File: config.mk
export PLATFORM = sky130hd
export DESIGN_NAME = bcfg_top
export DESIGN_NICKNAME = d
export VERILOG_FILES = /design/src/pkg/bcfg_pkg.sv /design/src/rtl/bcfg_sync.sv /design/src/rtl/bcfg_burst.sv /design/src/rtl/bcfg_top.sv
export SDC_FILE = /design/constraint.sdc
export NUM_CORES = 1
export LEC_CHECK = 0
export BUFFER_PORTS_ARGS = -buffer_cell sky130_fd_sc_hd__buf_2
export CAP_MARGIN = 10
export CORE_MARGIN = 1
export CORE_UTILIZATION = 50
export CTS_CLUSTER_DIAMETER = 120
export DETAILED_ROUTE_END_ITERATION = 10
export GPL_TIMING_DRIVEN = 1
export PLACE_DENSITY = 0.8
export RECOVER_POWER = 25
export SETUP_SLACK_MARGIN = 0.02
export SKIP_LAST_GASP = 1
export SLEW_MARGIN = 5
export SYNTH_ARGS = -nofsm -noshare
export SYNTH_HDL_FRONTEND = slang
export SYNTH_SLANG_ARGS = --single-unit
File: constraint.sdc
create_clock -name clk -period 2.5 [get_ports clk]
set_input_delay 0 -clock clk [delete_from_list [all_inputs] [get_ports clk]]
set_output_delay 0 -clock clk [all_outputs]
set_load 0.1 [all_outputs]
File: src/pkg/bcfg_pkg.sv
// Constants, types and helpers of the bus configuration register block.
// Assumes a Wishbone classic master with 32-bit data and a flash link clock
// far slower than clk.
package bcfg_pkg;

    // ------------------------------------------------------------------
    // Register offsets
    // ------------------------------------------------------------------
    localparam logic [7:0]  BCFG_OFS_NONVOL = 8'h00;
    localparam logic [7:0]  BCFG_OFS_VOL    = 8'h04;
    localparam logic [7:0]  BCFG_OFS_CTRL   = 8'h08;
    localparam logic [7:0]  BCFG_OFS_STAT   = 8'h0c;
    localparam logic [7:0]  BCFG_OFS_BSET   = 8'h10;
    localparam logic [7:0]  BCFG_OFS_BADDR  = 8'h14;

    // ------------------------------------------------------------------
    // Values after reset and field positions
    // ------------------------------------------------------------------
    localparam logic [15:0] BCFG_FACTORY    = 16'h8ebb;
    localparam logic [15:0] BCFG_ERASED     = 16'hffff;
    localparam logic [15:0] BCFG_RSV_ONES   = 16'h8008;
    localparam logic [15:0] BCFG_WORD_RST   = 16'h0000;
    localparam logic [4:0]  BCFG_LAT_BASE   = 5'h05;
    localparam int          BCFG_CTRL_ERASE = 0;
    localparam int          BCFG_CTRL_SWRST = 1;
    localparam int          BCFG_BSET_LIN   = 16;
    localparam int          BCFG_STAT_LOAD  = 0;
    localparam int          BCFG_STAT_LOCK  = 1;
    localparam int          BCFG_STAT_PERM  = 2;
    localparam int          BCFG_STAT_BUSY  = 3;

    // ------------------------------------------------------------------
    // Types
    // ------------------------------------------------------------------
    typedef enum logic [1:0] {
        BCFG_WRAP_RSVD,
        BCFG_WRAP_64,
        BCFG_WRAP_16,
        BCFG_WRAP_32
    } bcfg_wrap_t;

    // One layout serves both registers
    typedef struct packed {
        logic       rsv15;
        logic [2:0] drive;
        logic       freeze;
        logic       ssr_freeze;
        logic [1:0] sector_map;
        logic [3:0] latency;
        logic       rsv3;
        logic       no_stall;
        bcfg_wrap_t wrap;
    } bcfg_cfg_t;

    typedef struct packed {
        logic        cyc;
        logic        stb;
        logic        we;
        logic [3:0]  sel;
        logic [7:0]  adr;
        logic [31:0] dat;
    } bcfg_wb_req_t;

    // Byte-lane merge of a 16-bit register, reserved bits forced high
    function automatic logic [15:0] bcfg_merge16(input logic [15:0] old_val,
                                                 input logic [31:0] wdat,
                                                 input logic [3:0]  sel);
        logic [15:0] r;
        r = old_val;
        if (sel[0]) r[7:0] = wdat[7:0];
        if (sel[1]) r[15:8] = wdat[15:8];
        return r | BCFG_RSV_ONES;
    endfunction

endpackage

File: src/rtl/bcfg_sync.sv
// Two-stage synchroniser for link pins.
// Assumes inputs are asynchronous to clk; only stage two is read outside.
module bcfg_sync import bcfg_pkg::*; #(
    parameter int          W   = 2,
    parameter logic [W-1:0] RST = '0
) (
    // Clock and reset
    input  wire logic         clk,
    input  wire logic         rst,
    // Pins and synchronised copy
    input  wire logic [W-1:0] pin_in,
    output logic      [W-1:0] sync_out
);

    typedef struct packed {
        logic [W-1:0] s1;
        logic [W-1:0] s2;
    } bcfg_sync_state_t;

    bcfg_sync_state_t st_reg;
    bcfg_sync_state_t st_next;

    // Stage one feeds stage two only
    always_comb begin
        st_next = st_reg;
        st_next.s1 = pin_in;
        st_next.s2 = st_reg.s1;
        if (rst) begin
            st_next.s1 = RST;
            st_next.s2 = RST;
        end
    end

    always_ff @(posedge clk) begin
        st_reg <= st_next;
    end

    assign sync_out = st_reg.s2;

endmodule

File: src/rtl/bcfg_burst.sv
// Word address sequencer for wrapped and linear bursts.
// Assumes load and step are one-cycle pulses on clk and never coincide.
module bcfg_burst import bcfg_pkg::*; (
    // Clock and reset
    input  wire logic        clk,
    input  wire logic        rst,
    // Control
    input  wire logic        load,
    input  wire logic        step,
    input  wire logic [15:0] start,
    input  wire logic        linear,
    input  wire bcfg_wrap_t  wrap,
    // Current word address
    output logic      [15:0] word
);

    typedef struct packed {
        logic [15:0] word;
    } bcfg_burst_state_t;

    bcfg_burst_state_t st_reg;
    bcfg_burst_state_t st_next;

    // Next word: low bits roll within the aligned group, upper bits hold
    function automatic logic [15:0] next_word(input logic [15:0] a,
                                              input logic        lin,
                                              input bcfg_wrap_t  w);
        logic [15:0] m;
        logic [15:0] inc;
        inc = a + 16'h0001;
        case (w)
            BCFG_WRAP_16: m = 16'h0007;
            BCFG_WRAP_32: m = 16'h000f;
            BCFG_WRAP_64: m = 16'h001f;
            default:      m = 16'hffff; // Reserved code runs linear
        endcase
        if (lin) m = 16'hffff;
        return (a & ~m) | (inc & m);
    endfunction

    // Load wins over step so a new burst starts clean
    always_comb begin
        st_next = st_reg;
        if (rst) st_next.word = BCFG_WORD_RST;
        else if (load) st_next.word = start;
        else if (step) st_next.word = next_word(st_reg.word, linear, wrap);
    end

    always_ff @(posedge clk) begin
        st_reg <= st_next;
    end

    assign word = st_reg.word;
endmodule

File: src/rtl/bcfg_top.sv
// Bus configuration register bank with Wishbone classic slave.
// Assumes por is held at start-up; link pins are asynchronous to clk.
module bcfg_top import bcfg_pkg::*; (
    // Clock and resets
    input  wire logic         clk,
    input  wire logic         rst,
    input  wire logic         por,
    // Wishbone classic slave
    input  wire bcfg_wb_req_t wb_req,
    output logic              wb_ack,
    output logic       [31:0] wb_dat,
    // Flash link pins
    input  wire logic         link_ck_pin,
    input  wire logic         link_cs_n_pin,
    // Device-side inputs
    input  wire logic         ecc_dual_err,
    // Configuration decode to the device
    output logic       [2:0]  drive_strength,
    output logic       [1:0]  sector_map,
    output logic       [4:0]  latency_clocks,
    output logic              read_data_strobe_stall,
    output logic              secure_silicon_region_prog_ok,
    output bcfg_wrap_t        wrap_len,
    output logic              using_volatile,
    output logic       [15:0] burst_word
);

    // ------------------------------------------------------------------
    // State
    // ------------------------------------------------------------------
    typedef struct packed {
        bcfg_cfg_t   nonvol;
        bcfg_cfg_t   vol;
        logic        vol_loaded;
        logic        perm_lock;
        logic [15:0] start;
        logic        linear;
        logic        ack;
        logic [31:0] dat;
        logic        cs_prev;
        logic        ck_prev;
        logic [2:0]  drive;
        logic [1:0]  map;
        logic [4:0]  lat;
        logic        stall;
        logic        ssr_ok;
        bcfg_wrap_t  wrap;
    } bcfg_top_state_t;

    bcfg_top_state_t st_reg;
    bcfg_top_state_t st_next;

    logic [1:0]  pins_sync;
    logic        cs_n_s;
    logic        ck_s;
    logic [15:0] word_cur;
    bcfg_cfg_t   active;
    logic        locked;
    logic        idle;
    logic        req;
    logic        wr_take;
    logic [15:0] wr_vol_val;
    logic [15:0] wr_nv_val;
    logic        wr_vol;
    logic        wr_nv;
    logic        wr_ctrl;
    logic        erase_ok;
    logic        swrst;
    logic        burst_load;
    logic        burst_step;

    // ------------------------------------------------------------------
    // Link pin synchronisers and burst sequencer
    // ------------------------------------------------------------------
    bcfg_sync #(
        .W   (2),
        .RST (2'b10)
    ) u_sync (
        .clk      (clk),
        .rst      (rst || por),
        .pin_in   ({link_cs_n_pin, link_ck_pin}),
        .sync_out (pins_sync)
    );

    assign cs_n_s = pins_sync[1];
    assign ck_s   = pins_sync[0];

    // Burst opens on chip select falling, advances on each link clock rise
    assign burst_load = st_reg.cs_prev && !cs_n_s;
    assign burst_step = !cs_n_s && !st_reg.cs_prev && ck_s && !st_reg.ck_prev;

    bcfg_burst u_burst (
        .clk    (clk),
        .rst    (rst || por),
        .load   (burst_load),
        .step   (burst_step),
        .start  (st_reg.start),
        .linear (st_reg.linear),
        .wrap   (active.wrap),
        .word   (word_cur)
    );

    // ------------------------------------------------------------------
    // Decode helpers
    // ------------------------------------------------------------------
    // Volatile register rules once loaded; reset brings control back
    assign active  = st_reg.vol_loaded ? st_reg.vol : st_reg.nonvol;
    // After reset both freeze bits agree, so the volatile bit decides
    assign locked  = !st_reg.vol.freeze;
    assign idle    = cs_n_s && st_reg.cs_prev;
    assign req     = wb_req.cyc && wb_req.stb;
    // Writes land at the edge where the master sees ack high
    assign wr_take = req && wb_req.we && st_reg.ack;
    assign wr_vol_val = bcfg_merge16(st_reg.vol, wb_req.dat, wb_req.sel);
    assign wr_nv_val  = bcfg_merge16(st_reg.nonvol, wb_req.dat, wb_req.sel);
    assign wr_vol   = wr_take && wb_req.adr == BCFG_OFS_VOL && !locked && idle;
    assign wr_nv    = wr_take && wb_req.adr == BCFG_OFS_NONVOL && !locked && idle;
    assign wr_ctrl  = wr_take && wb_req.adr == BCFG_OFS_CTRL && wb_req.sel[0];
    assign erase_ok = wr_ctrl && wb_req.dat[BCFG_CTRL_ERASE] && !locked && idle;
    assign swrst    = wr_ctrl && wb_req.dat[BCFG_CTRL_SWRST];

    // ------------------------------------------------------------------
    // Next state
    // ------------------------------------------------------------------
    always_comb begin
        st_next = st_reg;
        st_next.cs_prev = cs_n_s;
        st_next.ck_prev = ck_s;

        // Classic single cycle: ack for one cycle, then drop
        st_next.ack = req && !st_reg.ack;
        if (req && !st_reg.ack) begin
            case (wb_req.adr)
                BCFG_OFS_NONVOL: st_next.dat = {16'h0000, st_reg.nonvol};
                BCFG_OFS_VOL:    st_next.dat = {16'h0000, st_reg.vol};
                BCFG_OFS_STAT: begin
                    st_next.dat = 32'h0000_0000;
                    st_next.dat[BCFG_STAT_LOAD] = st_reg.vol_loaded;
                    st_next.dat[BCFG_STAT_LOCK] = locked;
                    st_next.dat[BCFG_STAT_PERM] = st_reg.perm_lock;
                    st_next.dat[BCFG_STAT_BUSY] = !idle;
                end
                BCFG_OFS_BSET:   st_next.dat = {15'h0000, st_reg.linear, st_reg.start};
                BCFG_OFS_BADDR:  st_next.dat = {16'h0000, word_cur};
                default:         st_next.dat = 32'h0000_0000; // Control and unmapped read zero
            endcase
        end

        // Volatile load switches the source until the next reset
        if (wr_vol) begin
            st_next.vol = bcfg_cfg_t'(wr_vol_val);
            st_next.vol_loaded = 1'b1;
        end

        // Programming: copy into an unloaded volatile register, keep its freeze
        if (wr_nv) begin
            st_next.nonvol = bcfg_cfg_t'(wr_nv_val);
            if (!st_reg.vol_loaded) begin
                st_next.vol = bcfg_cfg_t'(wr_nv_val);
                st_next.vol.freeze = st_reg.vol.freeze;
            end
        end

        // Erase brings the cells back to all ones; volatile untouched
        if (erase_ok) st_next.nonvol = bcfg_cfg_t'(BCFG_ERASED);

        // Software reset only reaches the link-facing state
        if (swrst) begin
            st_next.cs_prev = 1'b1;
        end

        if (wr_take && wb_req.adr == BCFG_OFS_BSET) begin
            if (wb_req.sel[0]) st_next.start[7:0] = wb_req.dat[7:0];
            if (wb_req.sel[1]) st_next.start[15:8] = wb_req.dat[15:8];
            if (wb_req.sel[2]) st_next.linear = wb_req.dat[BCFG_BSET_LIN];
        end

        // Registered decode of the active configuration
        st_next.drive  = active.drive;
        st_next.map    = active.sector_map;
        st_next.lat    = {1'b0, active.latency} + BCFG_LAT_BASE;
        st_next.stall  = ecc_dual_err && !active.no_stall && !cs_n_s;
        st_next.ssr_ok = active.ssr_freeze;
        st_next.wrap   = active.wrap;

        // Power-up restores factory cells; hardware reset keeps them
        if (por || rst) begin
            st_next = '0;
            st_next.nonvol = por ? bcfg_cfg_t'(BCFG_FACTORY) : st_reg.nonvol;
            st_next.vol = st_next.nonvol;
            st_next.vol_loaded = 1'b0;
            st_next.perm_lock = !st_next.nonvol.freeze;
            st_next.cs_prev = 1'b1;
            st_next.wrap = BCFG_WRAP_RSVD;
        end
    end

    always_ff @(posedge clk) begin
        st_reg <= st_next;
    end

    // ------------------------------------------------------------------
    // Outputs, all straight from flops
    // ------------------------------------------------------------------
    assign wb_ack                        = st_reg.ack;
    assign wb_dat                        = st_reg.dat;
    assign drive_strength                = st_reg.drive;
    assign sector_map                    = st_reg.map;
    assign latency_clocks                = st_reg.lat;
    assign read_data_strobe_stall        = st_reg.stall;
    assign secure_silicon_region_prog_ok = st_reg.ssr_ok;
    assign wrap_len                      = st_reg.wrap;
    assign using_volatile                = st_reg.vol_loaded;
    assign burst_word                    = word_cur;

    // Raw source word read by bit position, so a layout slip shows up
    logic [15:0] src_word;
    assign src_word = st_reg.vol_loaded ? st_reg.vol : st_reg.nonvol;
endmodule

Yosys cells after proc, flatten, opt, wreduce, memory -nomap -nowiden --
Cells that the tools add are included.
Word-level totals: output and inout bits 64, flip-flop bits (word level) 120, word-level logic and storage cells 118, input bits 53
Cells by class: reduce and logical (&&, ||, !) cells 42, bitwise logic cells 4, multiplexer cells 25, equality and inequality tests 9, $add $sub $neg 2
Operator list (number):
- 16-bit 2-to-1 mux | 9
- 100-bit 2-to-1 mux | 1
- 17-bit case mux with 5 select lines | 1
- 32-bit 2-to-1 mux | 2
- 16-bit case mux with 3 select lines | 1
- 17-bit 2-to-1 mux | 2
- 16-bit AND | 2
- 8-bit 2-to-1 mux | 4
- 1-bit logical AND | 24
- 16-bit by 1-bit adder with 16-bit output (second input constant) | 1
- 8-bit by 4-bit == test with 1-bit output (second input constant) | 2
- 8-bit by 5-bit == test with 1-bit output (second input constant) | 2
- 16-bit inverter | 1
- 16-bit bitwise OR | 1
- 15-bit 2-to-1 mux | 1
- 7-bit 2-to-1 mux | 2
- 8-bit by 3-bit == test with 1-bit output (second input constant) | 1
- 1-bit zero test | 8
- 8-bit zero test | 1
- 2-bit AND reduction | 4
- 3-bit nonzero test | 2
- 4-bit by 3-bit adder with 5-bit output (second input constant) | 1
- 2-bit == test (second input constant) | 2
- 3-bit by 2-bit inequality test with 1-bit output (second input constant) | 1
- 5 further kinds | 6

Depth between registers and ports, before layout --
depth in word-level cells 12, mapped depth 8, depth with buffers taken out 6

Hierarchy --
From an unflattened synthesis, not the netlist that was laid out.
Unflattened totals: cell total of the unflattened synthesis 613, area, all modules 5589.1 sq um
Modules (own cells, without submodules):
- bcfg_top | area each 4578.1 sq um, seq. area each 1881.8 sq um, times used 1, cells each 496
- bcfg_burst | area each 890.9 sq um, seq. area each 320.3 sq um, times used 1, cells each 107
- bcfg_sync | area each 120.1 sq um, seq. area each 80.1 sq um, times used 1, cells each 10

Worst setup path after synthesis --
Ideal clock, no wire load.
path type register to register, from reg st_reg, in the netlist wb_ack, to reg st_reg[84] in the netlist's numbering (enable), arrival time 2500 ps, cell stages (with the launch flop) 6, library setup time 367 ps, required time 2133 ps, buffers on the path 1, path slack -367 ps, clock period less this slack 2867 ps, path through dfxtp_1 -> nand4_1 -> nor2_1 -> and4_1 -> buf_2 -> or3_1
On the way: longest elaborated chain between the ends 7, elaborated cells on any way between the ends 10, classes of those cells reduce/logical (10)
Ends and longest elaborated chain:
- start, declared | RTL line bcfg_top.sv:50 | bcfg_top_state_t st_reg;
- start signal, assigned | RTL line bcfg_top.sv:199 | st_reg <= st_next;
- 1-bit logical AND (*) | RTL line bcfg_top.sv:113 | assign wr_take = req && wb_req.we && st_reg.ack;
- 1-bit logical AND (2 in a row) | RTL line bcfg_top.sv:118 | assign wr_ctrl = wr_take && wb_req.adr == BCFG_OFS_CTRL && wb_req.sel[0];
- 1-bit logical AND (3 in a row) | RTL line bcfg_top.sv:119 | assign erase_ok = wr_ctrl && wb_req.dat[BCFG_CTRL_ERASE] && !locked && idle;
- 3-bit nonzero test (no source line) (*)
Mark *: on every way between the ends. The rest lies on a longest branch, timed or not. A chain may end at the register's enable or synchronous reset.

Final worst setup path --
from reg st_reg, in the netlist wb_ack, to reg st_reg[99] in the netlist's numbering (enable)
Same word-level chain as after synthesis.

==> flow_summary_export.csv <==
group,metric,value,unit
timing,setup_viol,0,
finish,nFillCells,982,
finish,diodes,0,
synth,synth_top_family_by_area,"simple AND/OR/NAND/NOR gates",
clock_network,cts_tree,"yes",
power,pwr-share-seq,0.474,
power,ir_drop,0.000355,V
synth,syn_area,5640,sq um
timing,slew-limit-headroom,-0.0110,
synth,ys_seq_elements,105,
clock_network,clockBufferDepth,2,
drt,drc,0,
global_routing,grt.total_usage,0.301,
placement,portBuffers,85,
floorplan,rows,38,
synth,synthMuxAreaShare,0.0987,
synth,postSynth.asyncResetShare,0,
synth,synth_compound_area_frac,0.171,
timing,skew,0.0113,ns
placement,gp_congestion,0.949,
clock_network,ctsResizeCount,0,
clock_network,cts.sinks,105,
synth,synth_xor_area_frac,0.0186,
synth,synth_fa_ha_area_frac,0.00443,
drt,routed_wl,16800,um
worst_setup_path,slowest_stage,"nor2_1",
placement,dp_hpwl,12100,um
timing,slew_viol_final,36,
drt,vias,5319,
clock_network,cts_max_level,3,
drt,avgViaCountPerCell,6.27,
synth,synth_most_common_cell,"dfxtp_1",
run_status,outcome,"finished with violations",
worst_setup_path,worst_setup_path_end_kind,"register",
clock_network,clock-root-buffer,"clkbuf_16",
worst_setup_path,cp-start-kind,"register",
global_routing,grt.overflow.total,0,
worst_hold_path,hold_class,"input pin to register",
finish,synthToLayoutAreaGrowth,14.1,%
clock_network,clk_pin_slew_worst_paths,0.08,ns
synth,synth-simple-area-share,0.209,
synth,synth_common_cells,"dfxtp_1 (87), nand2_1 (66), a21oi_1 (46)",
finish,drive_gt1_frac,0.184,
synth,syn_inst,635,
drt,drtIter0Drc,554,
drt,wl_per_cell,19.8,um
timing,max_freq,0.457,GHz
timing,tns,0,ns
run,maxCapViolations,1,
synth,yosys.area.top_type,"dfxtp_1",
timing,worst_slew_pin_slew,1.52,ns
power,intPower,2.77,mW
timing,fin_crit,2.19,ns
worst_setup_path,cp_num_buf_inv,1,
power,clock_power_share,0.382,
synth,synthDistinctLibCells,61,
timing,finalCritPeriodShare,0.876,
worst_setup_path,crit_arrival,2.27,ns
synth,syn_avg_cell_area,8.89,sq um
worst_setup_path,cp_cell_sequence,"nand4_1 -> nor2_1 -> and4_1 -> or3_1 -> buf_4",
worst_setup_path,r2r_slack,0.31,ns
worst_setup_path,crit_type,"register to register",
synth,synth_area_leaders,"dfxtp_1 (31%), edfxtp_1 (9.6%), buf_4 (6.0%)",
floorplan,die-area,11700,sq um
global_routing,grt_pass1_vias,5081,
floorplan,coreArea,10900,sq um
synth,synth_flop_cell,"dfxtp_1",
floorplan,dieWidth,108,um
drt,ant_nets,0,
finish,fin_cells,848,
synth,yosys_warnings,0,
synth,yosys.area.top_type_share,0.309,
worst_setup_path,path_delay_family,"simple AND/OR/NAND/NOR gates",
global_routing,grt_pass1_wl,26600,um
power,power_density,605,nW/um^2
worst_setup_path,crit_fanout,9,
run_status,violations,"capacitance limit, slew limit",
clock_network,post_cts.repair.setup_buffers,0,
global_routing,antenna_found_initial,0,
timing,rsz0062_at_grt,"no",
floorplan,io_pins,117,
power,power_leakage,2.44,nW
worst_setup_path,required,2.58,ns
floorplan,start_util,0.516,
power,p_sw_frac,0.288,
clock_network,clock_latency,0.36,ns
power,power_frac_comb,0.144,
placement,placedCellCount,812,
timing,hold_viol_final,0,
clock_network,cts_hold_buf,20,
global_routing,grt_max_degree,40,
synth,synth-edff-count,18,
power,switchingPower,1.12,mW
floorplan,die_h,108,um
synth,yosysSeqAreaShare,0.404,
worst_setup_path,slowest_delay,0.51,ns
clock_network,numCtsBuffers,9,
finish,fin_nets,758,
drt,drtPass1Iterations,5,
[placed cells by master, fill, tap and decap left out, types with 6 or more instances in the layout]
cell and instances:
nand2_1 66, mux2_2 11, dfxtp_2 6, a32o_1 8, nor4_1 6, nand4_1 10, dfxtp_1 81, nor3_1 18
a21oi_1 46, mux2i_1 23, buf_4 19, conb_1 15, buf_2 55, clkbuf_1 32, and2_1 9, dlygate4sd3_1 20
and3_1 10, edfxtp_1 18, o21ai_0 40, a31oi_1 6, or3_1 6, inv_1 12, nor2_1 43, a22o_1 6
nand3_1 27, mux4_2 9, clkbuf_16 9, xnor2_1 7
[through the flow]
stage,instance area (sq um),power (mW),util,hold slack [ns],worst slack [ns]
floorplan,5700,2.30,-,0.0988,0.0274
global placement,5970,2.40,0.546,0.187,0.359
detailed placement,5970,2.41,0.546,0.191,0.304
CTS,6480,3.87,0.593,0.00497,0.351
global route,6440,3.99,0.589,0.0559,0.105
finish,6440,3.89,0.589,0.00199,0.310
[final cells by class]
class | instances | area (sq um) | share of cell area
timing repair buffer | 125 | 734 | 0.114
tap | 140 | 175 | 0.0272
sequential | 105 | 2290 | 0.356
inverter | 12 | 45.0 | 0.00700
clock buffer | 12 | 256 | 0.0398
clock inverter | 4 | 52.6 | 0.00816
multi-input combinational | 450 | 2880 | 0.448
[path summary, 6_finish.rpt]
path                               start                            end  depth (start not counted)
min                           wb_req[42]        st_reg[49]$_SDFFE_PN0P_                          4
min reg2reg  u_sync.st_reg[3]$_SDFF_PN1_  u_sync.sync_out[1]$_SDFF_PN1_                          1
max                    wb_ack$_SDFF_PN0_           st_reg[99]$_DFFE_PP_                          5
max reg2reg            wb_ack$_SDFF_PN0_           st_reg[99]$_DFFE_PP_                          5
[routing by layer]
layer  vias to the layer above  routed length (um)  track usage
met2                       320                7690        0.488
li1                       2401                   -            -
met5                         -                   0            0
met1                      2532                6780        0.381
met4                         0                 654        0.137
met3                        66                1630       0.0669
[power groups by stage]
| stage | combinational [mW] | sequential, mW | clock, mW |
|---|---|---|---|
| floorplan | 0.430 | 1.87 | 0 |
| global placement | 0.521 | 1.87 | 0 |
| finish | 0.562 | 1.84 | 1.49 |
| CTS | 0.558 | 1.84 | 1.47 |
| global route | 0.592 | 1.85 | 1.56 |
| detailed placement | 0.532 | 1.88 | 0 |
[logic make-up after synthesis]
| group | count (synthesis) |
|---|---|
| xor+xnor | 12 |
| simple gates | 230 |
| mux | 43 |
| flops | 105 |
| fa+ha+maj | 2 |
| other cells | 1 |
| compound gates | 148 |
| buf+inv | 94 |
[tightest hold or removal path, stage by stage]
cell and delay, ns:
buf_2 0.10, nand3_1 0.07, mux2i_1 0.07, nor2_1 0.08
Power figures use the tool's default switching activity.
